===== config.mk =====
export PLATFORM = sky130hd
export DESIGN_NAME = rsp_ramp_stall
export DESIGN_NICKNAME = d
export VERILOG_FILES = /design/src/rsp_pkg.sv /design/src/rsp_div.sv /design/src/rsp_ramp_stall.sv
export VERILOG_INCLUDE_DIRS = /design/src
export SDC_FILE = /design/constraint.sdc
export NUM_CORES = 1
export LEC_CHECK = 0
export ABC_AREA = 1
export BUFFER_PORTS_ARGS = -buffer_cell sky130_fd_sc_hd__buf_2
export CORE_ASPECT_RATIO = 0.75
export CORE_MARGIN = 1.5
export CORE_UTILIZATION = 45
export CTS_BUF_LIST = sky130_fd_sc_hd__clkbuf_2 sky130_fd_sc_hd__clkbuf_4 sky130_fd_sc_hd__clkbuf_8
export CTS_CLUSTER_DIAMETER = 80
export CTS_CLUSTER_SIZE = 12
export DETAILED_ROUTE_END_ITERATION = 10
export GPL_ROUTABILITY_DRIVEN = 0
export MAX_ROUTING_LAYER = met4
export SYNTH_ARGS = -nofsm -noshare
export SYNTH_HDL_FRONTEND = slang
export SYNTH_SLANG_ARGS = --single-unit

===== constraint.sdc =====
create_clock -name core_clk -period 16.6 [get_ports core_clk]
set_input_delay 0 -clock core_clk [delete_from_list [all_inputs] [get_ports core_clk]]
set_output_delay 0 -clock core_clk [all_outputs]
set_load 0.02 [all_outputs]

===== src/rsp_defs.svh =====
// Constants of the ramp stall supervisor: offsets, resets, limits, timing
`ifndef RSP_DEFS_SVH
`define RSP_DEFS_SVH
//--------------------------------------------------------------
// Register offsets
//--------------------------------------------------------------
`define RSP_A_ACC_SEL 4'h0
`define RSP_A_ACC_LVL 4'h1
`define RSP_A_FLOOR 4'h2
`define RSP_A_DEC_SEL 4'h3
`define RSP_A_COF 4'h4
`define RSP_A_INV 4'h5
`define RSP_A_DRV 4'h6
`define RSP_A_STATUS 4'h7
//--------------------------------------------------------------
// Reset values
//--------------------------------------------------------------
`define RSP_RST_ACC_SEL 2'h1
`define RSP_RST_ACC_LVL 8'h96
`define RSP_RST_FLOOR 8'h32
`define RSP_RST_DEC_SEL 2'h1
`define RSP_RST_COF 16'h1770
`define RSP_RST_INV 10'h190
//--------------------------------------------------------------
// Setting ranges
//--------------------------------------------------------------
`define RSP_MAX_ACC_SEL 2'h2
`define RSP_MAX_ACC_LVL 8'hC8
`define RSP_MAX_FLOOR 8'h64
`define RSP_MAX_DEC_SEL 2'h3
`define RSP_MAX_DEC_SEL_VEC 2'h2
//--------------------------------------------------------------
// Bus voltage stall levels in volts
//--------------------------------------------------------------
`define RSP_V_200 10'h17C
`define RSP_V_400_HI 10'h2F8
`define RSP_V_400_LO 10'h294
`define RSP_INV_SPLIT 10'h190
`define RSP_NEAR_V 10'h00A
//--------------------------------------------------------------
// Rates and percent scaling
//--------------------------------------------------------------
`define RSP_SLOW_PCT 8'h55
`define RSP_PCT_DEN 16'h0064
`define RSP_RATE_FULL 8'hFF
`define RSP_RATE_HALF 8'h80
`define RSP_RATE_ZERO 8'h00
`define RSP_RATE_STEP 8'h01
//--------------------------------------------------------------
// Timing
//--------------------------------------------------------------
`define RSP_CLK_NS 10
`define RSP_TICK_NS 1000
`endif


===== src/rsp_pkg.sv =====
// Types of the ramp stall supervisor
package rsp_pkg;
   typedef enum logic [2:0] {
      RSP_M_VF = 3'h0,
      RSP_M_VFPG = 3'h1,
      RSP_M_OLV1 = 3'h2,
      RSP_M_FLUX = 3'h3,
      RSP_M_OLV2 = 3'h4
   } rsp_method_t;
   typedef enum logic [2:0] {
      RSP_ACC_FREE = 3'b001,
      RSP_ACC_SLOW = 3'b010,
      RSP_ACC_HOLD = 3'b100
   } rsp_acc_st_t;
   typedef enum logic [1:0] {
      RSP_DEC_FREE = 2'b01,
      RSP_DEC_HOLD = 2'b10
   } rsp_dec_st_t;
   typedef struct packed {
      logic [1:0] acc_sel;
      logic [7:0] acc_lvl;
      logic [7:0] floor_lvl;
      logic [1:0] dec_sel;
      logic [15:0] cof;
      logic [9:0] inv;
      logic [2:0] method;
      logic class400;
   } rsp_cfg_t;
   typedef struct packed {
      logic [11:0] spare;
      logic class400;
      logic [2:0] method;
   } rsp_drv_t;
   typedef struct packed {
      logic [7:0] eff_lvl;
      logic spare;
      logic rate_auto;
      logic [1:0] dec_st;
      logic [2:0] acc_st;
      logic reject;
   } rsp_stat_t;
endpackage


===== src/rsp_div.sv =====
// Iterative unsigned divider used to scale the stall level
`timescale 1ns/1ps
module rsp_div
   import rsp_pkg::*;
#(
   parameter int NW = 24,
   parameter int DW = 16
)(
   input wire logic core_clk,
   input wire logic rst,
   input wire logic start,
   input wire logic [NW-1:0] num,
   input wire logic [DW-1:0] den,
   output logic busy,
   output logic done,
   output logic [NW-1:0] quo
);
   localparam int CW = $clog2(NW + 1);
   logic [CW-1:0] cnt_reg;
   logic [NW-1:0] work_reg;
   logic [DW:0] rem_reg;
   logic [DW-1:0] den_reg;
   logic [DW:0] trial;

   assign trial = {rem_reg[DW-1:0], work_reg[NW-1]} - {1'b0, den_reg};

   always_ff @(posedge core_clk) begin
      if (rst) begin
         busy <= 1'b0;
         done <= 1'b0;
         cnt_reg <= '0;
         work_reg <= '0;
         rem_reg <= '0;
         den_reg <= '0;
      end else begin
         done <= 1'b0;
         if (!busy && start) begin
            busy <= 1'b1;
            cnt_reg <= CW'(NW);
            work_reg <= num;
            rem_reg <= '0;
            den_reg <= den;
         end else if (busy) begin
            // Restoring step: one quotient bit per cycle
            if (!trial[DW]) begin
               rem_reg <= trial;
               work_reg <= {work_reg[NW-2:0], 1'b1};
            end else begin
               rem_reg <= {rem_reg[DW-1:0], work_reg[NW-1]};
               work_reg <= {work_reg[NW-2:0], 1'b0};
            end
            cnt_reg <= cnt_reg - 1'b1;
            if (cnt_reg == CW'(1)) begin
               busy <= 1'b0;
               done <= 1'b1;
            end
         end
      end
   end

   // Zero divisor saturates, which the caller clamps anyway
   always_ff @(posedge core_clk) begin
      if (rst) begin
         quo <= '0;
      end else if (busy && cnt_reg == CW'(1)) begin
         if (den_reg == '0) begin
            quo <= '1;
         end else if (!trial[DW]) begin
            quo <= {work_reg[NW-2:0], 1'b1};
         end else begin
            quo <= {work_reg[NW-2:0], 1'b0};
         end
      end
   end
endmodule


===== src/rsp_ramp_stall.sv =====
// Ramp stall supervisor: current and bus voltage limits on the ramp
//
// What this block does
// - Accel select 0: programmed rate, no current intervention.
// - Accel select 1: freeze rising ramp while current exceeds stall level.
// - Accel select 2: automatic accel rate regulated on stall level.
// - Accel select takes 0..2, default 1, only in V/f, V/f-PG, OLV1.
// - Accel stall level is percent of rated current, 0..200, default 150.
// - Floor level 0..100 percent, default 50, above constant-output start.
// - Level reduced in constant-output range, never below floor.
// - Decel select 0: programmed rate, no bus voltage intervention.
// - Decel select 1 or 2: hold falling ramp near bus stall level.
// - After hold, select 1 resumes set rate, select 2 adapts rate.
// - Decel select 3 is an enabled mode for a braking resistor unit.
// - Decel select 0..3 default 1; 0..2 in flux and OLV2 control.
// - Flux vector and OLV2 ignore the decel select entirely.
// - Bus level 380 V, or 760/660 V in 400 V class by input setting.
// - Accel select 1 slows the rate above 85 percent of stall level.
//
// The placing of the registers and the strobed register port were chosen for this implementation.
`timescale 1ns/1ps
`include "rsp_defs.svh"
module rsp_ramp_stall
   import rsp_pkg::*;
#(
   parameter int TICK_NS = `RSP_TICK_NS,
   parameter logic [9:0] NEAR_V = `RSP_NEAR_V
)(
   input wire logic core_clk,
   input wire logic rst,
   input wire logic [3:0] reg_addr,
   input wire logic [15:0] reg_wdata,
   input wire logic reg_wr,
   input wire logic reg_rd,
   output logic [15:0] reg_rdata,
   input wire logic running,
   input wire logic accel_active,
   input wire logic decel_active,
   input wire logic [15:0] out_freq,
   input wire logic [8:0] out_current,
   input wire logic [9:0] bus_volt,
   output logic [7:0] ramp_rate,
   output logic rate_auto,
   output logic accel_hold,
   output logic decel_hold
);
   localparam int TICK_CYC = (TICK_NS + `RSP_CLK_NS - 1) / `RSP_CLK_NS;

   //-----------------------------------------------------------
   // Helpers
   //-----------------------------------------------------------
   function automatic logic vec_method(input logic [2:0] m);
      return (m == RSP_M_FLUX) || (m == RSP_M_OLV2);
   endfunction

   function automatic logic acc_method(input logic [2:0] m);
      return (m == RSP_M_VF) || (m == RSP_M_VFPG) || (m == RSP_M_OLV1);
   endfunction

   rsp_cfg_t cfg_reg, cfg_next;
   rsp_drv_t drv_w;
   rsp_stat_t stat_w;
   rsp_acc_st_t acc_st_reg, acc_st_next;
   rsp_dec_st_t dec_st_reg, dec_st_next;
   logic wr_bad;
   logic reject_reg;
   logic [7:0] acc_auto_reg, dec_auto_reg;
   logic [7:0] rate_next;
   logic rate_auto_next;
   logic [15:0] tick_cnt_reg;
   logic tick;
   logic div_busy;
   logic [23:0] div_quo;
   logic [7:0] quo_clip, eff_lvl, slow_lvl;
   logic [15:0] slow_prod;
   logic [9:0] dec_thr, dec_lim;
   logic acc_en, acc_m1, acc_m2;
   logic dec_en, dec_m2, dec_near;
   logic cur_over, cur_slow;

   assign drv_w = rsp_drv_t'(reg_wdata);

   //-----------------------------------------------------------
   // Setting writes with range and run-state checks
   //-----------------------------------------------------------
   always_comb begin
      cfg_next = cfg_reg;
      wr_bad = 1'b0;
      if (reg_wr) begin
         unique case (reg_addr)
            `RSP_A_ACC_SEL: begin
               if (running || reg_wdata > 16'(`RSP_MAX_ACC_SEL)) begin
                  wr_bad = 1'b1;
               end else begin
                  cfg_next.acc_sel = reg_wdata[1:0];
               end
            end
            `RSP_A_ACC_LVL: begin
               if (running || reg_wdata > 16'(`RSP_MAX_ACC_LVL)) begin
                  wr_bad = 1'b1;
               end else begin
                  cfg_next.acc_lvl = reg_wdata[7:0];
               end
            end
            `RSP_A_FLOOR: begin
               if (running || reg_wdata > 16'(`RSP_MAX_FLOOR)) begin
                  wr_bad = 1'b1;
               end else begin
                  cfg_next.floor_lvl = reg_wdata[7:0];
               end
            end
            `RSP_A_DEC_SEL: begin
               if (running || reg_wdata > 16'(`RSP_MAX_DEC_SEL) ||
                   (vec_method(cfg_reg.method) &&
                    reg_wdata > 16'(`RSP_MAX_DEC_SEL_VEC))) begin
                  wr_bad = 1'b1;
               end else begin
                  cfg_next.dec_sel = reg_wdata[1:0];
               end
            end
            `RSP_A_COF: begin
               if (running) begin
                  wr_bad = 1'b1;
               end else begin
                  cfg_next.cof = reg_wdata;
               end
            end
            `RSP_A_INV: begin
               if (running || |reg_wdata[15:10]) begin
                  wr_bad = 1'b1;
               end else begin
                  cfg_next.inv = reg_wdata[9:0];
               end
            end
            `RSP_A_DRV: begin
               // A vector method cannot coexist with decel select 3
               if (running || drv_w.method > RSP_M_OLV2 ||
                   (vec_method(drv_w.method) &&
                    cfg_reg.dec_sel > `RSP_MAX_DEC_SEL_VEC)) begin
                  wr_bad = 1'b1;
               end else begin
                  cfg_next.method = drv_w.method;
                  cfg_next.class400 = drv_w.class400;
               end
            end
            default: begin
               wr_bad = 1'b0;
            end
         endcase
      end
   end

   always_ff @(posedge core_clk) begin
      if (rst) begin
         cfg_reg.acc_sel <= `RSP_RST_ACC_SEL;
         cfg_reg.acc_lvl <= `RSP_RST_ACC_LVL;
         cfg_reg.floor_lvl <= `RSP_RST_FLOOR;
         cfg_reg.dec_sel <= `RSP_RST_DEC_SEL;
         cfg_reg.cof <= `RSP_RST_COF;
         cfg_reg.inv <= `RSP_RST_INV;
         cfg_reg.method <= RSP_M_VF;
         cfg_reg.class400 <= 1'b0;
      end else begin
         cfg_reg <= cfg_next;
      end
   end

   // Sticky reject flag; a new reject beats the clearing read
   always_ff @(posedge core_clk) begin
      if (rst) begin
         reject_reg <= 1'b0;
      end else if (wr_bad) begin
         reject_reg <= 1'b1;
      end else if (reg_rd && reg_addr == `RSP_A_STATUS) begin
         reject_reg <= 1'b0;
      end
   end

   //-----------------------------------------------------------
   // Read port
   //-----------------------------------------------------------
   always_comb begin
      stat_w = '0;
      stat_w.eff_lvl = eff_lvl;
      stat_w.rate_auto = rate_auto;
      stat_w.dec_st = dec_st_reg;
      stat_w.acc_st = acc_st_reg;
      stat_w.reject = reject_reg;
   end

   always_ff @(posedge core_clk) begin
      if (rst) begin
         reg_rdata <= '0;
      end else if (reg_rd) begin
         unique case (reg_addr)
            `RSP_A_ACC_SEL: reg_rdata <= 16'(cfg_reg.acc_sel);
            `RSP_A_ACC_LVL: reg_rdata <= 16'(cfg_reg.acc_lvl);
            `RSP_A_FLOOR: reg_rdata <= 16'(cfg_reg.floor_lvl);
            `RSP_A_DEC_SEL: reg_rdata <= 16'(cfg_reg.dec_sel);
            `RSP_A_COF: reg_rdata <= cfg_reg.cof;
            `RSP_A_INV: reg_rdata <= 16'(cfg_reg.inv);
            `RSP_A_DRV: reg_rdata <= {12'h000, cfg_reg.class400, cfg_reg.method};
            `RSP_A_STATUS: reg_rdata <= stat_w;
            default: reg_rdata <= 16'h0000;
         endcase
      end else begin
         reg_rdata <= 16'h0000;
      end
   end

   //-----------------------------------------------------------
   // Effective accel stall level
   //-----------------------------------------------------------
   // Level scales as start frequency over output frequency; the
   // quotient may lag a frequency change by up to two divides
   rsp_div #(.NW(24), .DW(16)) u_div (
      .core_clk(core_clk),
      .rst(rst),
      .start(!div_busy),
      .num(24'(cfg_reg.acc_lvl) * 24'(cfg_reg.cof)),
      .den(out_freq),
      .busy(div_busy),
      .done(),
      .quo(div_quo)
   );

   assign quo_clip = (div_quo > 24'(cfg_reg.acc_lvl)) ? cfg_reg.acc_lvl : div_quo[7:0];
   always_comb begin
      if (out_freq <= cfg_reg.cof) begin
         eff_lvl = cfg_reg.acc_lvl;
      end else if (quo_clip < cfg_reg.floor_lvl) begin
         eff_lvl = cfg_reg.floor_lvl;
      end else begin
         eff_lvl = quo_clip;
      end
   end

   assign slow_prod = (16'(eff_lvl) * 16'(`RSP_SLOW_PCT)) / `RSP_PCT_DEN;
   assign slow_lvl = slow_prod[7:0];
   assign cur_over = out_current > {1'b0, eff_lvl};
   assign cur_slow = out_current > {1'b0, slow_lvl};

   //-----------------------------------------------------------
   // Bus voltage level
   //-----------------------------------------------------------
   always_comb begin
      if (!cfg_reg.class400) begin
         dec_thr = `RSP_V_200;
      end else if (cfg_reg.inv >= `RSP_INV_SPLIT) begin
         dec_thr = `RSP_V_400_HI;
      end else begin
         dec_thr = `RSP_V_400_LO;
      end
   end
   // Braking resistor absorbs energy, so select 3 may run to the level
   assign dec_lim = (cfg_reg.dec_sel == `RSP_MAX_DEC_SEL) ? dec_thr : dec_thr - NEAR_V;
   assign dec_near = bus_volt >= dec_lim;

   //-----------------------------------------------------------
   // Mode decode
   //-----------------------------------------------------------
   assign acc_en = accel_active && acc_method(cfg_reg.method);
   assign acc_m1 = acc_en && cfg_reg.acc_sel == 2'h1;
   assign acc_m2 = acc_en && cfg_reg.acc_sel == `RSP_MAX_ACC_SEL;
   assign dec_en = decel_active && !vec_method(cfg_reg.method) && cfg_reg.dec_sel != 2'h0;
   assign dec_m2 = dec_en && cfg_reg.dec_sel == 2'h2;

   //-----------------------------------------------------------
   // Supervisor states
   //-----------------------------------------------------------
   always_comb begin
      acc_st_next = RSP_ACC_FREE;
      if (acc_m1 && cur_over) begin
         acc_st_next = RSP_ACC_HOLD;
      end else if (acc_m1 && cur_slow) begin
         acc_st_next = RSP_ACC_SLOW;
      end
   end

   always_comb begin
      dec_st_next = RSP_DEC_FREE;
      if (dec_en && dec_near) begin
         dec_st_next = RSP_DEC_HOLD;
      end
   end

   always_ff @(posedge core_clk) begin
      if (rst) begin
         acc_st_reg <= RSP_ACC_FREE;
         dec_st_reg <= RSP_DEC_FREE;
      end else begin
         acc_st_reg <= acc_st_next;
         dec_st_reg <= dec_st_next;
      end
   end

   //-----------------------------------------------------------
   // Adaptive rates on the slow tick
   //-----------------------------------------------------------
   always_ff @(posedge core_clk) begin
      if (rst || tick_cnt_reg == 16'(TICK_CYC - 1)) begin
         tick_cnt_reg <= '0;
      end else begin
         tick_cnt_reg <= tick_cnt_reg + 16'h0001;
      end
   end
   assign tick = tick_cnt_reg == 16'(TICK_CYC - 1);

   always_ff @(posedge core_clk) begin
      if (rst) begin
         acc_auto_reg <= `RSP_RATE_FULL;
      end else if (tick && acc_m2) begin
         if (!(out_current < {1'b0, eff_lvl})) begin
            if (acc_auto_reg != `RSP_RATE_ZERO) acc_auto_reg <= acc_auto_reg - `RSP_RATE_STEP;
         end else if (acc_auto_reg != `RSP_RATE_FULL) begin
            acc_auto_reg <= acc_auto_reg + `RSP_RATE_STEP;
         end
      end
   end

   always_ff @(posedge core_clk) begin
      if (rst) begin
         dec_auto_reg <= `RSP_RATE_FULL;
      end else if (tick && dec_m2) begin
         if (dec_near) begin
            if (dec_auto_reg != `RSP_RATE_ZERO) dec_auto_reg <= dec_auto_reg - `RSP_RATE_STEP;
         end else if (dec_auto_reg != `RSP_RATE_FULL) begin
            dec_auto_reg <= dec_auto_reg + `RSP_RATE_STEP;
         end
      end
   end

   //-----------------------------------------------------------
   // Ramp rate grant
   //-----------------------------------------------------------
   always_comb begin
      rate_next = `RSP_RATE_FULL;
      rate_auto_next = 1'b0;
      if (acc_m2) begin
         rate_next = acc_auto_reg;
         rate_auto_next = 1'b1;
      end else if (acc_st_next == RSP_ACC_HOLD) begin
         rate_next = `RSP_RATE_ZERO;
      end else if (acc_st_next == RSP_ACC_SLOW) begin
         rate_next = `RSP_RATE_HALF;
      end else if (dec_st_next == RSP_DEC_HOLD) begin
         rate_next = `RSP_RATE_ZERO;
         rate_auto_next = dec_m2;
      end else if (dec_m2) begin
         rate_next = dec_auto_reg;
         rate_auto_next = 1'b1;
      end
   end

   always_ff @(posedge core_clk) begin
      if (rst) begin
         ramp_rate <= `RSP_RATE_FULL;
         rate_auto <= 1'b0;
      end else begin
         ramp_rate <= rate_next;
         rate_auto <= rate_auto_next;
      end
   end

   assign accel_hold = acc_st_reg == RSP_ACC_HOLD;
   assign decel_hold = dec_st_reg == RSP_DEC_HOLD;

   //-----------------------------------------------------------
   // Checks
   //-----------------------------------------------------------
   acc_off_a: assert property (@(posedge core_clk) disable iff (rst)
      (accel_active && !decel_active && cfg_reg.acc_sel == 2'h0) |=> ramp_rate == 8'hFF)
      else $error("accel select 0 changed the rate");
   acc_hold_a: assert property (@(posedge core_clk) disable iff (rst)
      (acc_m1 && cur_over) |=> (ramp_rate == 8'h00 && accel_hold))
      else $error("accel ramp not frozen above level");
   acc_auto_a: assert property (@(posedge core_clk) disable iff (rst)
      acc_m2 |=> (rate_auto && ramp_rate == $past(acc_auto_reg)))
      else $error("accel auto rate not applied");
   acc_range_a: assert property (@(posedge core_clk) disable iff (rst)
      cfg_reg.acc_sel <= 2'h2 && cfg_reg.acc_lvl <= 8'hC8 && cfg_reg.floor_lvl <= 8'h64)
      else $error("setting out of range");
   eff_floor_a: assert property (@(posedge core_clk) disable iff (rst)
      (out_freq > cfg_reg.cof) |-> (eff_lvl >= cfg_reg.floor_lvl &&
      (eff_lvl <= cfg_reg.acc_lvl || eff_lvl == cfg_reg.floor_lvl)))
      else $error("effective level outside floor and level");
   dec_off_a: assert property (@(posedge core_clk) disable iff (rst)
      (decel_active && !accel_active && vec_method(cfg_reg.method)) |=> ramp_rate == 8'hFF)
      else $error("decel supervision active in vector method");
   dec_hold_a: assert property (@(posedge core_clk) disable iff (rst)
      (dec_en && !acc_en && bus_volt >= dec_lim) |=> (ramp_rate == 8'h00 && decel_hold))
      else $error("decel ramp not held near bus level");
   dec_thr_a: assert property (@(posedge core_clk) disable iff (rst)
      dec_thr == (!cfg_reg.class400 ? 10'd380 : (cfg_reg.inv >= 10'd400 ? 10'd760 : 10'd660)))
      else $error("bus stall level wrong for class");
   slow_a: assert property (@(posedge core_clk) disable iff (rst)
      (acc_m1 && !cur_over && cur_slow) |=> ramp_rate == 8'h80)
      else $error("accel rate not slowed near level");
   run_lock_a: assert property (@(posedge core_clk) disable iff (rst)
      (reg_wr && running && reg_addr <= `RSP_A_DRV) |=> ($stable(cfg_reg) && reject_reg))
      else $error("setting changed while running");
endmodule


; ---- Yosys cells after proc, flatten, opt, wreduce, memory -nomap -nowiden
; Cells that the tools add are included.
[word_totals]
regBits = 199
inputBits = 62
output_inout_bits = 27
wordCells = 180
[op_classes]
add_sub_neg = 8
n_mul = 2
n_div = 1
magnitude_cmp = 14
n_eq_ne = 28
n_mux = 44
bitwise = 9
reduce_logical = 50
[ops]
columns = cell, n
row1 = case mux 16 bit (8 select lines), 1
row2 = 2-to-1 mux 8 bit, 14
row3 = 2-to-1 mux 24 bit, 2
row4 = "greater-than comparator 16 x 2 -> 1 bit, second input constant", 2
row5 = AND reduction 3 bit, 9
row6 = greater-than comparator 24 x 8 -> 1 bit, 1
row7 = multiplier 8 x 16 -> 24 bit, 1
row8 = 2-to-1 mux 10 bit, 2
row9 = greater-than comparator 9 x 8 -> 1 bit, 2
row10 = 2-to-1 mux 1 bit, 18
row11 = subtractor 17 x 16 -> 17 bit, 1
row12 = "adder 16 x 1 -> 16 bit, second input constant", 1
row13 = "adder 8 x 1 -> 8 bit, second input constant", 2
row14 = "divider 15 x 7 -> 16 bit, second input constant", 1
row15 = "equality test 16 x 7 -> 1 bit, second input constant", 1
row16 = "equality test 4 x 3 -> 1 bit, second input constant", 4
row17 = "greater-than comparator 16 x 7 -> 1 bit, second input constant", 1
row18 = "greater-than comparator 16 x 8 -> 1 bit, second input constant", 1
row19 = less-or-equal comparator 16 bit, 1
row20 = zero test 16 bit, 1
row21 = 2-to-1 mux 16 bit, 1
row22 = "!= test 8 bit, second input constant", 2
row23 = nonzero test 8 bit, 2
row24 = "subtractor 8 x 1 -> 8 bit, second input constant", 2
row25 = other kinds (32), 83

; ---- Depth between registers and ports, before layout
; Gate-level depths: netlist of the first run.
[depth]
ltp_word = 15
depth_mapped = 91
mapped_depth_nobuf = 88

; ---- Cells and area by module
; From an unflattened synthesis of the first run, not the netlist that was laid out.
[unflattened]
hier_cells = 2491
area_unflattened_um2 = 17455.5
[modules_own_cells]
columns = mod, n_inst, cells_each, area_per_inst_um2, seq_area_each_um2
row1 = rsp_ramp_stall, 1, 1808, 12759.7, 2262.2
row2 = rsp_div, 1, 683, 4695.8, 1741.7

; ---- Least setup slack after synthesis of the first run
; OpenSTA, ideal clock, no wires.
[synth_path]
path_type = register to register
start = register cfg_reg[43] in the netlist's numbering
end = register rate_auto
setup_time_ns = 0.071
arrival_ns = 9.942
required_time_ns = 16.529
path_slack_ns = 6.587
path_stages_with_launch = 78
path_buffers = 3
synth_period_minus_slack_ns = 10.013
cell_sequence = dfxtp_1 -> clkbuf_1 -> inv_1 -> ha_1 -> nand2_1 -> o21ai_0 -> a21oi_1 -> o21ai_1 -> clkbuf_1 -> nand2_1 -> o21ai_0 -> ha_1 -> a21oi_1 -> nor2_1 -> a211oi_1 -> nand2_1 -> clkbuf_1 -> nand2_1 -> [... 42 more ...] -> nand2_1 -> nand2_1 -> nor2_1 -> nand2_1 -> nand2_1 -> inv_2 -> ha_1 -> nand2_1 -> o21ai_0 -> nand2_1 -> a21oi_1 -> o21ai_0 -> a21oi_1 -> o21ai_0 -> nand2_1 -> inv_1 -> nand2_1 -> a21oi_1
[synth_between]
elab_chain_len = 15
word_cells_on_any_way = 18
cone_classes = mul: 1 / div: 1 / order compare: 4 / eq/ne: 2 / mux: 8 / reduce/logical: 2
[synth_lines]
columns = element, line
row1 = "start, declared", rsp_ramp_stall.sv:60  ; rsp_cfg_t cfg_reg, cfg_next;
row2 = "start signal, assigned", rsp_ramp_stall.sv:164  ; cfg_reg <= cfg_next;
row3 = greater-than comparator 24 x 8 -> 1 bit, rsp_ramp_stall.sv:227  ; assign quo_clip = (div_quo > 24'(cfg_reg.acc_lvl)) ? cfg_reg.acc_lvl : div_quo[7:0];
row4 = 2-to-1 mux 8 bit, rsp_ramp_stall.sv:227
row5 = < comparator 8 bit, rsp_ramp_stall.sv:231  ; end else if (quo_clip < cfg_reg.floor_lvl) begin
row6 = 2-to-1 mux 8 bit, rsp_ramp_stall.sv:231
row7 = 2-to-1 mux 8 bit (*), rsp_ramp_stall.sv:229  ; if (out_freq <= cfg_reg.cof) begin
row8 = multiplier 8 x 7 -> 15 bit, rsp_ramp_stall.sv:238  ; assign slow_prod = (16'(eff_lvl) * 16'(`RSP_SLOW_PCT)) / `RSP_PCT_DEN;
row9 = divider 15 x 7 -> 16 bit (no line), -
row10 = greater-than comparator 9 x 8 -> 1 bit, rsp_ramp_stall.sv:241  ; assign cur_slow = out_current > {1'b0, slow_lvl};
row11 = logical AND 1 bit, rsp_ramp_stall.sv:275  ; end else if (acc_m1 && cur_slow) begin
row12 = 2-to-1 mux 2 bit, rsp_ramp_stall.sv:275
row13 = 2-to-1 mux 3 bit (*), rsp_ramp_stall.sv:273  ; if (acc_m1 && cur_over) begin
row14 = equality test 3 x 2 -> 1 bit, rsp_ramp_stall.sv:344  ; end else if (acc_st_next == RSP_ACC_SLOW) begin
row15 = 2-to-1 mux 1 bit, rsp_ramp_stall.sv:344
row16 = 2-to-1 mux 1 bit (*), rsp_ramp_stall.sv:342  ; end else if (acc_st_next == RSP_ACC_HOLD) begin
row17 = 2-to-1 mux 1 bit (*), rsp_ramp_stall.sv:339  ; if (acc_m2) begin
row18 = "end signal, assigned", rsp_ramp_stall.sv:361  ; rate_auto <= rate_auto_next;
row19 = "end, declared", rsp_ramp_stall.sv:43  ; output logic rate_auto,
; Every way passes the cells marked *; elsewhere a longest branch is shown, timed or not.
; A chain may end at the register's enable or synchronous reset.

; ---- Worst setup path after layout of the first run
[layout_path]
start = register cfg_reg[42] in the netlist's numbering
end = register rate_auto
; The elaborated chain is that of the path after synthesis.

==> results of run 1 <==
## worst min-delay path, stage by stage
cell	delay (ns)
buf_2	0.09
nor2_1	0.07
inv_1	0.08
nor4_1	0.09
a21oi_1	0.15
nor2_1	0.04
## per-layer routing
layer,share of wire (%),vias to the layer above
li1,-,7621
met1,51,7091
met2,41,415
met3,5.7,50
met4,1.8,0
met5,0,-
## synthesized netlist by cell type, drive strengths merged (31+ instances only)
| cell | n | share of area (%) |
|---|---|---|
| inv | 475 | 11 |
| nand2 | 470 | 11 |
| dfxtp | 199 | 24 |
| ha | 162 | 12 |
| a21oi | 161 | 4.9 |
| nor2 | 147 | 3.5 |
| o21ai | 146 | 4.5 |
| fa | 95 | 11 |
| nand3 | 95 | 3.3 |
| clkbuf | 67 | 1.5 |
| nand4 | 36 | 1.6 |
| nor3 | 31 | 1.0 |
## final timing paths
path / to / slack [ns] / depth (start not counted)
worst max-delay path: rate_auto / 3.50 / 73
worst min-delay path: cfg_reg[31] / 0.05 / 6
worst min register to register: u_div.quo[19] / 0.44 / 2
worst max register to register: rate_auto / 3.50 / 73
## cell families (layout without fill, tap and decap cells)
kind of cell / count (synthesis) / after routing / synth area share [%]
simple gates: 817 / 817 / 22.2
buf+inv: 552 / 653 / 12.5
compound gates: 445 / 445 / 15.8
fa+ha+maj: 257 / 257 / 23.7
flops: 199 / 199 / 24.0
xor+xnor: 35 / 35 / 1.85
other cells: 0 / 2 / 0
## area by class of cell
cell class | count | area (um2) | area share [%]
Clock inverter | 12 | 96.3 | 0.527
Clock buffer | 20 | 269 | 1.47
Sequential cell | 199 | 3980 | 21.8
Multi-Input combinational cell | 1554 | 10600 | 57.8
Timing Repair Buffer | 142 | 941 | 5.15
Antenna cell | 2 | 5.00 | 0.0274
Inverter | 479 | 1800 | 9.84
Tap cell | 496 | 621 | 3.40
## repair_timing
| action | CTS | global route |
|---|---|---|
| hold buffers | 38 | 0 |
| endpoints found under the hold margin | 68 | 0 |
| resized for setup | 0 | 0 |
| setup endpoints to repair | 0 | 0 |
## metrics by stage
step / area [um2] / util (%) / cells / hold WS (ns)
floorplan: 16600 / - / 2305 / 0.126
global placement: 17500 / 48.5 / 2832 / 0.270
detailed placement: 17500 / 48.5 / 2832 / 0.270
CTS: 18300 / 50.6 / 2902 / 0.0145
global route: 18300 / 50.6 / 2902 / 0.0842
finish: 18300 / 50.6 / 2904 / 0.0486
==> flow_summary.json, run 1 <==
{
  "timing.critical_path.from": "cfg_reg[42]",
  "ios": 89,
  "htree_levels": 4,
  "final_common_cell": "inv_1",
  "clock_sinks": 199,
  "fp.dieH_um": 169,
  "slew_headroom_pct": 31.7,
  "status": "completed",
  "crit_type": "reg2reg",
  "synth-edff-count": 0,
  "fin_setup_tns_ns": 0,
  "cp-end-kind": "register",
  "largest_reg_flops": 50,
  "cts_tree": "yes",
  "io_buffers": 88,
  "fin_skew_ns": 0.0284,
  "wl_um": 46000,
  "drt_iter0_markers": 1371,
  "cts_buffers": 17,
  "fill_cells": 3626,
  "fin_crit_sh_pct": 78.9,
  "netlist_area_um2": 16600,
  "ys_async_sr_fraction_pct": 0,
  "dp_hpwl_um": 36300,
  "clock_path_buffers": 2,
  "crit_family": "simple AND/OR/NAND/NOR gates",
  "grt_max_degree": 57,
  "drive_gt1_share_pct": 8.98,
  "die_area_um2": 38100,
  "cp.arrival_ns": 13.52,
  "cts_setup_buffers": 0,
  "met2_usage_pct": 37.3,
  "ys_ff_latch": 199,
  "fin_nets": 2712,
  "cp_slowest_cell": "dfxtp_1",
  "yosysUniqueCellTypes": 54,
  "first_pass_iters": 5,
  "pre_cts_slack_ns": 3.80,
  "max_cap_violations": 0,
  "track_usage_pct": 25.6,
  "hp-class": "in2reg",
  "core_um2": 36100,
  "startpoint_type": "register",
  "final_cell_mix": "inv_1 (455), nand2_1 (443), dfxtp_1 (199)",
  "wl_per_cell_um": 15.8,
  "grt_use_met3_pct": 3.32,
  "start_util_pct": 46.0,
  "cp_slowest_stage_delay_ns": 0.89,
  "grt_pass1_wl_um": 75700,
  "cts_root_buffer": "clkbuf_8",
  "crit_fanout": 18,
  "top_usage_layer": "met2",
  "first_global_vias": 14400,
  "synth-main-ff-cell": "dfxtp_1",
  "timing.final.hold_violations": 0,
  "setup_violations": 0,
  "syn_to_final_growth_pct": 10.0,
  "yosysSeqAreaShare_pct": 24.0,
  "tightest_slew_ns": 1.01,
  "fmax_mhz": 76.3,
  "clk_latency_ns": 0.51,
  "vias": 15200,
  "rsz0062_at_grt": "no",
  "avgSynthCellArea_um2": 7.20,
  "synth_nets": 2624,
  "slew_violations": 0,
  "cpMostUsedCell": "nand2_1",
  "synthCells": 2305,
  "num_rows": 60,
  "routed_via_density": 5.23,
  "crit_buf_inv": 6,
  "overflow": 0,
  "gr-usage-met1_pct": 37.3,
  "timing.rr.start": "cfg_reg[42]",
  "setup_slack_ns": 3.50,
  "required_ns": 17.02,
  "post-route-min-period_ns": 13.10,
  "min_from": "reg_addr[2]",
  "yosys_warnings": 0,
  "detail-route-antenna-nets": 0,
  "die_x_um": 225,
  "cts.clk_slew.worst_paths_ns": 0.11,
  "drc": 0,
  "antenna_found_initial": 0
}
Power of run 1 is not shown: default switching activity piles up to over one toggle a cycle in this logic, so the estimate is an artifact.
==> inputs of run 2 (changes only) <==
- ABC_AREA: 1 -> 0
- clock period: 16.6 -> 12.1 ns (I/O delays scaled with it)
==> run 2 against run 1 <==
The flow now finishes with violations (negative setup slack). Die area is 1.0% higher. Flip-flop and latch count stayed put. Clock skew is 0.0087 ns lower. Setup slack worse by 4.1 ns. Synthesized area is 1.1% higher. First-iteration DRC count is 7.7% higher. Synthesized cell count is 13% lower. Via count is 4.1% higher. Critical endpoint is now ramp_rate[7].
==> flow_summary.json, run 2 <==
{
  "rsz0062_at_grt": "yes",
  "core_um2": 36900,
  "vias": 15800,
  "track_usage_pct": 27.1,
  "io_buffers": 88,
  "cp_slowest_cell": "fa_1",
  "clock_path_buffers": 2,
  "avgSynthCellArea_um2": 8.39,
  "area.sequential_um2": 3990,
  "yosys-top-cells-count": "nand2_1 (223), nor2_1 (210), inv_1 (200), dfxtp_1 (199), ha_1 (162)",
  "drc": 0,
  "ys_ff_latch": 199,
  "crit_fanout": 7,
  "fmax_mhz": 78.6,
  "required_ns": 12.52,
  "cts_buffers": 17,
  "yosys-top-cells-area": "dfxtp_1 (24%), ha_1 (12%), fa_1 (11%)",
  "finalInstanceArea_um2": 21100,
  "fp.dieH_um": 170,
  "cts.clk_slew.worst_paths_ns": 0.11,
  "max_cap_violations": 0,
  "synthCells": 1999,
  "multi_input_area_um2": 12400,
  "synth-main-ff-cell": "dfxtp_1",
  "detail-route-antenna-nets": 0,
  "top_usage_layer": "met2",
  "violations": "negative setup slack",
  "yosysTopAreaCellShare_pct": 23.7,
  "cp.arrival_ns": 13.15,
  "die_x_um": 226,
  "grt_use_met3_pct": 4.52,
  "crit_type": "reg2reg",
  "synth_most_common_cell": "nand2_1",
  "post-route-min-period_ns": 12.73,
  "routed_via_density": 5.55,
  "largest_reg_flops": 50,
  "drive_gt1_share_pct": 24.1,
  "synth-edff-count": 0,
  "yosysSeqAreaShare_pct": 23.7,
  "status": "complete, but fails checks",
  "fin_nets": 2651,
  "dpl_cell_area_um2": 19600,
  "wl_um": 50200,
  "grt_pass1_wl_um": 80200,
  "ios": 89,
  "yosysUniqueCellTypes": 99,
  "diodes": 0,
  "first_pass_iters": 6,
  "synth_nets": 2318,
  "wl_per_cell_um": 17.6,
  "setup_violations": 11,
  "timing.final.hold_violations": 0,
  "gr-usage-met1_pct": 38.7,
  "slew_headroom_pct": 17.6,
  "overflow": 0,
  "fin_crit_sh_pct": 105,
  "final_cell_mix": "buf_4 (261), nand2_1 (221), nor2_1 (204)",
  "startpoint_type": "register",
  "slew_violations": 0,
  "syn_to_final_growth_pct": 26.0,
  "netlist_area_um2": 16800,
  "yosys_warnings": 0,
  "antenna_found_initial": 0,
  "htree_levels": 4,
  "cpMostUsedCell": "o21a_1",
  "cts_root_buffer": "clkbuf_8",
  "cp_slowest_stage_delay_ns": 0.58,
  "final_common_cell": "buf_4",
  "cts_tree": "yes",
  "dp_hpwl_um": 38800,
  "die_area_um2": 38500,
  "num_rows": 61,
  "tightest_slew_ns": 1.23,
  "first_global_vias": 15200,
  "clock_sinks": 199,
  "grt_max_degree": 71,
  "fill_cells": 3333,
  "setup_slack_ns": -0.629,
  "ys_async_sr_fraction_pct": 0,
  "hp-class": "in2reg",
  "met2_usage_pct": 39.2,
  "drt_iter0_markers": 1476,
  "fin_skew_ns": 0.0197,
  "clk_latency_ns": 0.53,
  "yosys.area.top_type": "dfxtp_1",
  "start_util_pct": 45.5,
  "cp-end-kind": "register"
}
==> run 2: cell count changes after synthesis, sizes merged, moves of 68 or more <==
cell and delta:
o21ai -80, nand3 -76, a21oi -68, inv -272, nand2 -246, mux2i +68
==> run 2: logic make-up after synthesis <==
| kind of cell | Yosys count | synth area share [%] |
|---|---|---|
| DFF | 199 | 23.7 |
| buffers and inverters | 289 | 6.61 |
| and+or+nand+nor | 649 | 17.8 |
| xor gates and xnor gates | 71 | 3.82 |
| muxes | 70 | 4.26 |
| adders and majority gates | 263 | 23.8 |
| AOI/OAI and AO/OA | 458 | 20.0 |
==> run 2: stage by stage <==
step	util, %	TNS, ns	worst slack, ns	instances	hold WS, ns
after floorplan	-	-1.51	-0.199	1999	0.125
after global placement	53.2	-4.12	-0.496	2748	0.254
final	57.3	-6.37	-0.629	2849	0.0617
after global routing	57.3	-12.55	-1.20	2849	0.0837
after CTS	56.0	-4.10	-0.466	2833	0.0137
after detailed placement	53.2	-7.59	-0.815	2748	0.259
==> run 2: final cells by class <==
type                    count  area share, %
clock inverters            15          0.829
multi-input cells        1511           58.8
repair buffers            399           13.8
inverters                 204           3.66
well taps                 504           2.98
clock buffers              17           1.11
flip-flops and latches    199           18.9
==> run 2: worst max-delay path, delay by kind of cell, from the launching register on <==
family / cells / cell delay [ns]
AND/OR/NAND/NOR: 17 / 2.78
buffers and inverters: 8 / 0.96
flip-flops: 1 / 0.38
AO/OA/AOI/OAI: 30 / 5.69
adder cells (fa/ha/maj): 8 / 2.44
multiplexers: 2 / 0.40
==> run 2: routing by layer <==
layer / routed length, um / share of wire (%)
met1: 24400 / 49
met3: 3710 / 7.4
met2: 21000 / 42
met5: 0 / 0
met4: 1050 / 2.1
==> run 2: worst paths after layout <==
kind,startpoint,end,slack [ns],depth (start not counted)
worst max register to register,cfg_reg[45],ramp_rate[7],-0.63,65
worst min register to register,u_div.work_reg[11],u_div.work_reg[12],0.47,2
worst min-delay path,reg_addr[1],cfg_reg[48],0.06,4
worst max-delay path,cfg_reg[45],ramp_rate[7],-0.63,65
==> run 2: what timing repair did <==
action / 4_1_cts / 5_1_grt
setup buffers: 10 / 15
pin swaps: 10 / 30
resized for setup: 30 / 73
endpoints found under the setup margin: 11 / 11
hold buffers: 42 / 0
gates cloned: 1 / 1
hold endpoints to repair: 85 / 0
Power of run 2 is left out for the same reason.
